==> src/inc/spcs_pkg.sv <==
// Package for the receive channel-status register bank.
// Assumes register indices are byte addresses on the serial control port.
`default_nettype none
package spcs_pkg;
   // Register indices
   localparam logic [6:0] SPCS_ADDR_SPDSTAT = 7'h0c;
   localparam logic [6:0] SPCS_ADDR_CHAN1   = 7'h0d;
   localparam logic [6:0] SPCS_ADDR_CHAN2   = 7'h0e;
   localparam logic [6:0] SPCS_ADDR_CHAN3   = 7'h0f;
   localparam logic [6:0] SPCS_ADDR_CHAN4   = 7'h10;
   // Field positions
   localparam int SPCS_RATE_LSB   = 4;
   localparam int SPCS_UNLOCK_BIT = 6;
   localparam int SPCS_USE_BIT    = 0;
   localparam int SPCS_PCM_BIT    = 1;
   localparam int SPCS_CPY_BIT    = 2;
   localparam int SPCS_EMPH_BIT   = 3;
   localparam int SPCS_MODE_LSB   = 6;
   localparam int SPCS_SRC_LSB    = 0;
   localparam int SPCS_CH1_LSB    = 4;
   localparam int SPCS_CH2_LSB    = 6;
   localparam int SPCS_INDICATED_RATE_CODE_LSB   = 0;
   // Channel-status bit positions inside a 192-bit block
   localparam int SPCS_BLOCK_BITS = 192;
   localparam int SPCS_CS_INDICATED_RATE_CODE    = 24;
   // Reset values
   localparam logic [7:0] SPCS_RST_CHAN1 = 8'h00;
   localparam logic [7:0] SPCS_RST_CHAN2 = 8'h00;
   localparam logic [7:0] SPCS_RST_CHAN3 = 8'h00;
   localparam logic [7:0] SPCS_RST_CHAN4 = 8'h01;
   localparam logic [1:0] SPCS_RST_RATE  = 2'h2;
   // Rate classes
   localparam logic [1:0] SPCS_RATE_192 = 2'h0;
   localparam logic [1:0] SPCS_RATE_96  = 2'h1;
   localparam logic [1:0] SPCS_RATE_48  = 2'h2;
   localparam logic [1:0] SPCS_RATE_32  = 2'h3;
   typedef enum logic [1:0] {
      SPCS_IDLE = 2'b00,
      SPCS_FILL = 2'b01,
      SPCS_CHK  = 2'b11
   } spcs_state_e;
endpackage
`default_nettype wire

==> src/core/spcs_capture.sv <==
// Channel-status block collector: shifts the first CAP_BITS status bits of each block, one per frame, and checks consistency.
// Assumes a block-start strobe on the first bit of each 192-bit block.
`default_nettype none
module spcs_capture
   import spcs_pkg::*;
#(
   parameter int CAP_BITS = 32
) (
   input  wire logic                core_clk_in,  // Core clock
   input  wire logic                nrst_in,      // Async reset, active low
   input  wire logic                cs_bit_in,    // Channel-status bit
   input  wire logic                cs_valid_in,  // Bit strobe
   input  wire logic                cs_start_in,  // First bit of block
   output logic      [CAP_BITS-1:0] block_out,    // Consistent captured block
   output logic                     update_out    // Pulse on new block
);
   spcs_state_e           state, next_state;
   logic [CAP_BITS-1:0]   shreg, next_shreg, prev, next_prev, next_block;
   logic [7:0]            cnt, next_cnt;
   logic                  next_update;

   always_comb begin
      next_state  = state;
      next_shreg  = shreg;
      next_prev   = prev;
      next_block  = block_out;
      next_cnt    = cnt;
      next_update = 1'b0;
      case (state)
         SPCS_IDLE: begin
            if (cs_valid_in && cs_start_in) begin
               next_shreg = {cs_bit_in, shreg[CAP_BITS-1:1]};
               next_cnt   = 8'h01;
               next_state = SPCS_FILL;
            end
         end
         SPCS_FILL: begin
            if (cs_valid_in && cs_start_in) begin
               next_shreg = {cs_bit_in, shreg[CAP_BITS-1:1]};
               next_cnt   = 8'h01;
            end else if (cs_valid_in) begin
               if (cnt < 8'(CAP_BITS))
                  next_shreg = {cs_bit_in, shreg[CAP_BITS-1:1]};
               next_cnt = cnt + 8'h01;
               if (next_cnt == 8'(SPCS_BLOCK_BITS))
                  next_state = SPCS_CHK;
            end
         end
         SPCS_CHK: begin
            // Publish only when two successive blocks agree
            if (shreg == prev && shreg != block_out) begin
               next_block  = shreg;
               next_update = 1'b1;
            end
            next_prev  = shreg;
            next_state = SPCS_IDLE;
         end
         default: next_state = SPCS_IDLE;
      endcase
   end

   always_ff @(posedge core_clk_in or negedge nrst_in) begin
      if (!nrst_in) begin
         state      <= SPCS_IDLE;
         shreg      <= '0;
         prev       <= '0;
         block_out  <= '0;
         cnt        <= 8'h00;
         update_out <= 1'b0;
      end else begin
         state      <= next_state;
         shreg      <= next_shreg;
         prev       <= next_prev;
         block_out  <= next_block;
         cnt        <= next_cnt;
         update_out <= next_update;
      end
   end
endmodule
`default_nettype wire

==> src/core/spcs_regs.sv <==
// Receive channel-status register bank with lock and rate status.
// Assumes a simple synchronous read/write port from the serial control decoder.
`default_nettype none
module spcs_regs
   import spcs_pkg::*;
(
   input  wire logic       core_clk_in,     // Core clock, 200 MHz
   input  wire logic       nrst_in,         // Async reset, active low
   input  wire logic       cs_bit_in,       // Recovered channel-status bit
   input  wire logic       cs_valid_in,     // One pulse per frame with a status bit
   input  wire logic       cs_start_in,     // Marks the first bit of a block
   input  wire logic       unlock_in,       // Clock recovery unlocked
   input  wire logic [1:0] rate_class_in,   // Measured rate class
   input  wire logic       pcm_sync_in,     // Non-PCM sync code detected
   input  wire logic [6:0] reg_addr_in,     // Register address
   input  wire logic       reg_rd_in,       // Read strobe
   input  wire logic       reg_wr_in,       // Write strobe (ignored)
   input  wire logic [7:0] reg_wdata_in,    // Write data (ignored)
   output logic      [7:0] reg_rdata_out,   // Read data
   output logic            reg_rvalid_out,  // Read data valid pulse
   output logic            lock_change_cause_out // Pulse on unlock toggle
);
   // -----------------------------------------------------------------
   // Block capture
   // -----------------------------------------------------------------
   logic [31:0] blk;
   logic        blk_upd;

   spcs_capture #(
      .CAP_BITS (32)
   ) u_cap (
      .core_clk_in (core_clk_in),
      .nrst_in     (nrst_in),
      .cs_bit_in   (cs_bit_in),
      .cs_valid_in (cs_valid_in),
      .cs_start_in (cs_start_in),
      .block_out   (blk),
      .update_out  (blk_upd)
   );

   // -----------------------------------------------------------------
   // Channel-status words
   // -----------------------------------------------------------------
   logic [7:0] chan1, chan2, chan3, chan4;
   logic [7:0] next_chan1, next_chan2, next_chan3, next_chan4;

   always_comb begin
      next_chan1 = chan1;
      next_chan2 = chan2;
      next_chan3 = chan3;
      next_chan4 = chan4;
      if (blk_upd) begin
         next_chan1[SPCS_USE_BIT]  = blk[0];
         next_chan1[SPCS_PCM_BIT]  = blk[1];
         next_chan1[SPCS_CPY_BIT]  = blk[2];
         next_chan1[SPCS_EMPH_BIT] = blk[3];
         next_chan1[5:4]           = 2'h0;
         next_chan1[SPCS_MODE_LSB +: 2] = blk[7:6];
         next_chan2 = blk[15:8];
         next_chan3[SPCS_SRC_LSB +: 4] = blk[19:16];
         next_chan3[SPCS_CH1_LSB +: 2] = blk[21:20];
         next_chan3[SPCS_CH2_LSB +: 2] = blk[23:22];
         next_chan4 = {4'h0, blk[SPCS_CS_INDICATED_RATE_CODE +: 4]};
      end
   end

   always_ff @(posedge core_clk_in or negedge nrst_in) begin
      if (!nrst_in) begin
         chan1 <= SPCS_RST_CHAN1;
         chan2 <= SPCS_RST_CHAN2;
         chan3 <= SPCS_RST_CHAN3;
         chan4 <= SPCS_RST_CHAN4;
      end else begin
         chan1 <= next_chan1;
         chan2 <= next_chan2;
         chan3 <= next_chan3;
         chan4 <= next_chan4;
      end
   end

   // -----------------------------------------------------------------
   // Live receiver status word
   // -----------------------------------------------------------------
   logic [7:0] spdstat, next_spdstat;

   always_comb begin
      next_spdstat                     = 8'h00;
      next_spdstat[0]                  = chan1[SPCS_PCM_BIT];
      next_spdstat[SPCS_PCM_BIT]       = pcm_sync_in;
      next_spdstat[SPCS_CPY_BIT]       = chan1[SPCS_CPY_BIT];
      next_spdstat[SPCS_EMPH_BIT]      = chan1[SPCS_EMPH_BIT];
      next_spdstat[SPCS_RATE_LSB +: 2] = rate_class_in;
      next_spdstat[SPCS_UNLOCK_BIT]    = unlock_in;
   end

   always_ff @(posedge core_clk_in or negedge nrst_in) begin
      if (!nrst_in)
         spdstat <= {2'b01, SPCS_RST_RATE, 4'h0};                 // Unlocked until the first edge
      else
         spdstat <= next_spdstat;
   end

   // -----------------------------------------------------------------
   // Lock-change cause
   // -----------------------------------------------------------------
   logic unlock_q, next_unlock_q, next_cause;

   always_comb begin
      next_unlock_q = unlock_in;
      next_cause    = unlock_in ^ unlock_q;
   end

   always_ff @(posedge core_clk_in or negedge nrst_in) begin
      if (!nrst_in) begin
         unlock_q              <= 1'b1;                           // Same start as the status word
         lock_change_cause_out <= 1'b0;
      end else begin
         unlock_q              <= next_unlock_q;
         lock_change_cause_out <= next_cause;
      end
   end

   // -----------------------------------------------------------------
   // Read port
   // -----------------------------------------------------------------
   logic [7:0] next_rdata;
   logic       next_rvalid;

   always_comb begin
      next_rdata  = reg_rdata_out;
      next_rvalid = reg_rd_in;
      if (reg_rd_in) begin
         case (reg_addr_in)
            SPCS_ADDR_SPDSTAT: next_rdata = spdstat;
            SPCS_ADDR_CHAN1:   next_rdata = chan1;
            SPCS_ADDR_CHAN2:   next_rdata = chan2;
            SPCS_ADDR_CHAN3:   next_rdata = chan3;
            SPCS_ADDR_CHAN4:   next_rdata = chan4;
            default:           next_rdata = 8'h00;
         endcase
      end
   end

   always_ff @(posedge core_clk_in or negedge nrst_in) begin
      if (!nrst_in) begin
         reg_rdata_out  <= 8'h00;
         reg_rvalid_out <= 1'b0;
      end else begin
         reg_rdata_out  <= next_rdata;
         reg_rvalid_out <= next_rvalid;
      end
   end
   // Writes have no effect on these read-only words
endmodule
`default_nettype wire

==> config.mk <==
export PLATFORM = sky130hd
export DESIGN_NAME = spcs_regs
export DESIGN_NICKNAME = d
export VERILOG_FILES = /design/src/inc/spcs_pkg.sv /design/src/core/spcs_capture.sv /design/src/core/spcs_regs.sv
export SDC_FILE = /design/constraint.sdc
export NUM_CORES = 1
export LEC_CHECK = 0
export ABC_AREA = 1
export BUFFER_PORTS_ARGS = -buffer_cell sky130_fd_sc_hd__buf_2
export CAP_MARGIN = 30
export CORE_MARGIN = 10
export CORE_UTILIZATION = 30
export CTS_BUF_LIST = sky130_fd_sc_hd__clkbuf_8
export DETAILED_ROUTE_END_ITERATION = 16
export GPL_TIMING_DRIVEN = 0
export PLACE_DENSITY = 0.49
export SLEW_MARGIN = 20
export SYNTH_ARGS = -nofsm -noshare
export SYNTH_HDL_FRONTEND = slang
export SYNTH_SLANG_ARGS = --single-unit
==> constraint.sdc <==
create_clock -name core_clk_in -period 2.2 [get_ports core_clk_in]
set_clock_uncertainty 0.2 [all_clocks]
set_input_delay 0.11 -clock core_clk_in [delete_from_list [all_inputs] [get_ports core_clk_in]]
set_output_delay 0.11 -clock core_clk_in [all_outputs]
set_load 0.01 [all_outputs]
# Yosys cells after proc, flatten, opt, wreduce, memory -nomap -nowiden

Index checks and enable logic that the tools add are counted.
W data, S select, Z words.

Bits in read-only memories: 0
Memories kept: 0
Latch bits: 0
Bits in registers: 151
Memory bits (writable): 0
Word-level logic and storage cells: 59
Input port bits: 26

Mux-type cells: 17
Bitwise gates (word level): 1
Equal/unequal tests: 16
Divide/modulo/power cells: 0
Multipliers: 0
Reduce and logical (&&, ||, !) cells: 8
Magnitude comparators: 1
Shift-type cells: 0
Add/sub/neg operators: 1

Operators with widths:

| operator              | number |
|---|---|
| $mux W32              | 4 |
| $pmux W32 S2          | 1 |
| $pmux W8 S5           | 1 |
| $eq A32 B32 Y1        | 1 |
| $ne A32 B32 Y1        | 1 |
| $eq A7 B4 Y1 const B  | 4 |
| $mux W8               | 3 |
| $pmux W8 S2           | 1 |
| $add A8 B1 Y8 const B | 1 |
| $eq A8 B8 Y1 const B  | 1 |
| $lt A8 B6 Y1 const B  | 1 |
| $mux W2               | 4 |
| $reduce_and A4 Y1     | 2 |
| $eq A7 B5 Y1 const B  | 1 |
| $ne A2 B1 Y1 const B  | 2 |
| $ne A2 B2 Y1 const B  | 2 |
| $pmux W2 S2           | 1 |
| $ne A3 B1 Y1 const B  | 1 |
| $ne A3 B2 Y1 const B  | 1 |
| $reduce_and A3 Y1     | 1 |
| $eq A2 B1 Y1 const B  | 1 |
| $eq A2 B2 Y1 const B  | 1 |
| $logic_and A1 B1 Y1   | 2 |
| $logic_not A2 Y1      | 1 |
| 4 further kinds       | 5 |

# Longest topological paths before layout

Depth in word-level cells: 6
Mapped depth: 12
Depth with buffers taken out: 11

# Hierarchy

From an unflattened synthesis, not the netlist that was laid out.

Cells, all modules: 816
Area total of the unflattened synthesis: 7009.2 um^2

By module, submodules not included:

| module       | cells each | times used | area each (um^2) | sequential area each (um^2) |
|---|---|---|---|---|
| spcs_capture | 629        | 1          | 5111.2           | 2677.6 |
| spcs_regs    | 187        | 1          | 1898.1           | 1079.8 |

# Least setup slack after synthesis

OpenSTA, ideal clock, no wires.

Path kind: reg2reg
Start: reg u_cap.shreg[29]
End: reg u_cap.block_out[24]
Arrival: 1.353 ns
Stages on the path, launching flop included: 9
Path buffers: 1
Period minus slack after synthesis: 1.670 ns
Path slack: 0.530 ns
Library setup time: 0.117 ns
Cell sequence: dfrtp_1 -> xor2_1 -> nor3_1 -> nand3_1 -> nor2_4 -> nand2_4 -> buf_6 -> nand2_1 -> nand2_1

Word-level cells in the longest chain between the ends: 3

Ends and longest elaborated chain:

| item                                                    | RTL line           | RTL |
|---|---|---|
| start: declaration                                      | spcs_capture.sv:18 | `logic [CAP_BITS-1:0] shreg, next_shreg, prev, next_prev, next_block;` |
| start signal: assignment                                | spcs_capture.sv:72 | `shreg <= next_shreg;` |
| $eq A32 B32 Y1 / $ne A32 B32 Y1 (equally long branches) | spcs_capture.sv:51 | `if (shreg == prev && shreg != block_out) begin` |
| $logic_and A1 B1 Y1 *                                   | spcs_capture.sv:51 |  |
| $reduce_and A2 Y1 (no line) *                           | -                  |  |
| end signal: assignment                                  | spcs_capture.sv:74 | `block_out <= next_block;` |
| end: declaration                                        | spcs_capture.sv:14 | `output logic [CAP_BITS-1:0] block_out,` |

Mark *: on every way between the ends. The rest lies on a longest branch, timed or not.
A chain may end at the register's enable or synchronous reset.

# Final worst setup path

Start: reg u_cap.shreg[6]
End: reg u_cap.block_out[24]

Same word-level chain as after synthesis.

==> metrics.sh <==
FINAL_ANTENNA_NET_COUNT=0
WIRE_LENGTH_OF_THE_FIRST_GLOBAL_ROUTING_PASS_UM=27100
DIODES=0
CRITPATHCAPTURETYPE='register'
MAPPED_CELL_AREA_UM2=6810
SYNTH_CELL_TYPES=35
TIMING.MAX_CAP.VIOLATIONS=0
AVGVIACOUNTPERCELL=4.40
SYNTH_FF_TYPE='dfrtp_1'
DRC=0
WL_PER_CELL_UM=13.8
POSTSYNTH.ASYNCRESETSHARE_PCT=100
TIMING.CRITICAL_PATH.ARRIVAL_PS=2130
SYNTH_WARNINGS=0
GRT_ANTENNA_BEFORE_REPAIR=0
INSERTION_DELAY_PS=450
START_UTIL_PCT=30.2
MOSTFREQUENTLAYOUTCELL='nand2_1'
FINALSETUPTNS_PS=0
START_KIND='register'
CTS_TREE='yes'
PLACE_WS_PS=2.43
OUTCOME='finished, final reports clean'
WORST_EP_REQUIRED_TIME_PS=2340
VDD_IR_DROP_MAX_V=0.000337
CRITPATHMAXFANOUT=10
HPWL_UM=11500
FINALCRITICALPERIOD_PS=2000
HP-CLASS='input port to asynchronous set/reset pin'
GROUTE.USAGE.OVERALL_PCT=11.7
DRIVE_ABOVE_1_SHARE_PCT=12.6
FF2FF_SETUP_SLACK_PS=200
FINISH.CELL_COUNT_WITHOUT_FILLERS=1160
PORT_BUFFERS=26
NNETSFINAL=889
REPORT.FINAL.SETUP_VIOL=0
LAYOUT_COMMON_CELLS='nand2_1 (253), dfrtp_1 (142), o21ai_0 (83)'
FMAX_MHz=501
HTREE_NUM_LEVELS=4
FP.DIEAREA_UM2=29100
DIE-HEIGHT_UM=171
GRT_MAX_DEGREE=81
SYNTH.FF_LATCH_COUNT=150
POSTLAYOUTSETUPSLACKWORST_PS=203
POWER_DENSITY_nW_PER_UM2=802
CRITICALPATHCATEGORY='register to register'
CLOCK-SINKS=150
WORST-R2R-CELL-COUNT=12
DETAIL_ROUTE.WIRELENGTH_UM=16000
MAXIMUM_CLOCK_INSERTION_BUFFER_COUNT=2
POST_SYNTH_INST_COUNT=800
AREA_GROWTH_SYN_TO_LAYOUT_PCT=15.9
TIMING_HOLD_VIOLATIONS_FINAL=0
SYNTH-EDFF-COUNT=0
TOTAL_NETS_AFTER_SYNTHESIS=827
SYN-MEAN-INSTANCE-AREA_UM2=8.51
TOTAL_DESIGN_POWER_uW=6330
FP.DIEW_UM=171
NUM_ROWS=55
PLACED_CELLS_INCL_TAPS=1112
WORST_PIN_SLEW_PS=630
NUMBER_OF_GLOBAL_ROUTE_VIAS_BEFORE_REPAIR=5160
CTS_BUFFER_COUNT=17
CORE_AREA_UM2=22500
YOSYSSEQAREASHARE_PCT=55.2
DRTPASS1ITERATIONS=4
VIAS=5109
WORST_SETUP_HOLD_PATH_CLK_SLEW_PS=90
STATIC-LEAKAGE-POWER_uW=0.00367
FINAL.HOLD.WORST_SLACK_PS=22.9
WORST_REG2REG_PATH_ENDPOINT='u_cap.block_out[24]$_DFFE_PN0P_'
DRT_ITER0_MARKERS=323
IOS=36
WORST_R2R_STARTPOINT='u_cap.shreg[6]$_DFFE_PN0P_'
OVERFLOW=0
FINALCRITPERIODSHARE_PCT=90.8
CLK_ROOT_BUFFER_CELL='clkbuf_8'
MAXSLEWHEADROOM_PCT=58.0
TIMING.FINAL.MAX_SLEW_VIOLATIONS=0
FINAL_REPLACE_WEIGHTED_CONGESTION=0.791
## cell usage after synthesis (3+ instances only)
| master | count | area, um^2 |
|---|---|---|
| inv_1 | 71 | 267 |
| buf_4 | 4 | 30.0 |
| xnor2_1 | 33 | 289 |
| buf_1 | 3 | 11.3 |
| mux2_2 | 4 | 45.0 |
| a21oi_1 | 5 | 25.0 |
| o21ai_1 | 18 | 90.1 |
| nor2_1 | 43 | 161 |
| o22ai_1 | 11 | 68.8 |
| buf_6 | 3 | 33.8 |
| buf_2 | 6 | 30.0 |
| inv_2 | 13 | 48.8 |
| xor2_1 | 13 | 114 |
| nor3_1 | 10 | 50.1 |
| nand2_1 | 255 | 957 |
| o21ai_0 | 83 | 415 |
| dfstp_2 | 3 | 78.8 |
| nand3_1 | 44 | 220 |
| clkbuf_1 | 13 | 48.8 |
| dfrtp_1 | 147 | 3680 |
## timing repair
item                                   4_1_cts  5_1_grt
gates resized for setup                      1       11
pin swaps                                    1        1
setup endpoints to repair                   27       38
endpoints found under the hold margin      170        0
hold buffers                                14        0
buffers inserted                             1        1
## routing by layer
| layer | wire length (um) | part of all wire [%] | GRT usage (%) |
|---|---|---|---|
| met1 | 7910 | 50 | 15.9 |
| met2 | 7230 | 45 | 18.0 |
| met3 | 563 | 3.5 | 2.60 |
| met4 | 257 | 1.6 | 4.16 |
| met5 | 0 | 0 | 0 |
## metrics by stage
| step | util, % | instance area (um^2) |
|---|---|---|
| 2_1_floorplan | - | 6810 |
| 3_3_place_gp | 32.4 | 7290 |
| 3_5_place_dp | 32.6 | 7330 |
| 4_1_cts | 34.9 | 7860 |
| 5_1_grt | 35.0 | 7890 |
| 6_report | 35.0 | 7890 |
## worst max path at each step
| stage | start | end | depth (start not counted) |
|---|---|---|---|
| after floorplan | u_cap.shreg[29]$_DFFE_PN0P_ | u_cap.block_out[24]$_DFFE_PN0P_ | 8 |
| after global placement | nrst_in | u_cap.cnt[1]$_DFFE_PN0P_ | 1 |
| after detailed placement | u_cap.shreg[31]$_DFFE_PN0P_ | u_cap.block_out[28]$_DFFE_PN0P_ | 12 |
| after CTS | u_cap.shreg[31]$_DFFE_PN0P_ | u_cap.block_out[25]$_DFFE_PN0P_ | 12 |
| after global routing | u_cap.shreg[31]$_DFFE_PN0P_ | u_cap.block_out[19]$_DFFE_PN0P_ | 12 |
| final | u_cap.shreg[6]$_DFFE_PN0P_ | u_cap.block_out[24]$_DFFE_PN0P_ | 12 |
## where the power goes
part	switching, uW	internal, uW
Combinational	594	416
Clock	1160	918
Sequential	298	2940
## sequential cells by signal, indices dropped and copies added (netlist names)
name / cells
chan4: 4
u_cap.block_out: 32
chan1: 6
reg_rdata_out: 8
u_cap.cnt: 8
reg_rvalid_out: 1
lock_change_cause_out: 1
u_cap.update_out: 1
u_cap.shreg: 32
u_cap.state: 2
chan2: 8
u_cap.prev: 32
spdstat: 6
unlock_q: 1
chan3: 8
## worst max-delay path: stages (launching register included)
cell and delay (ps):
dfrtp_1 460, inv_1 100, nand2_1 90, nand2_1 50
nor2_1 110, nand2_1 70, nor2_1 130, nand3_2 110
nor2_4 190, nand2_4 110, buf_6 160, nand2_1 50
nand2_1 50
## area by class of cell
cell class	instances	area (um^2)
Fill cell	2295	14600
Sequential cell	150	3760
Multi-Input combinational cell	536	2590
Tap cell	285	357
Timing Repair Buffer	43	323
Inverter	85	319
Clock buffer	17	234
Buffer	29	158
Clock inverter	15	145
## logic make-up (layout without fill, tap and decap cells)
family | count (synthesis) | in the layout | share of synthesized area (%)
AO/OA/AOI/OAI | 124 | 124 | 9.69
XOR/XNOR | 46 | 46 | 5.92
adder cells (fa/ha/maj) | 1 | 1 | 0.184
buffers and inverters | 114 | 189 | 6.95
flip-flops | 150 | 150 | 55.2
multiplexers | 4 | 4 | 0.662
AND/OR/NAND/NOR | 361 | 361 | 21.4
Note: power is estimated with default switching activity, not from simulation.
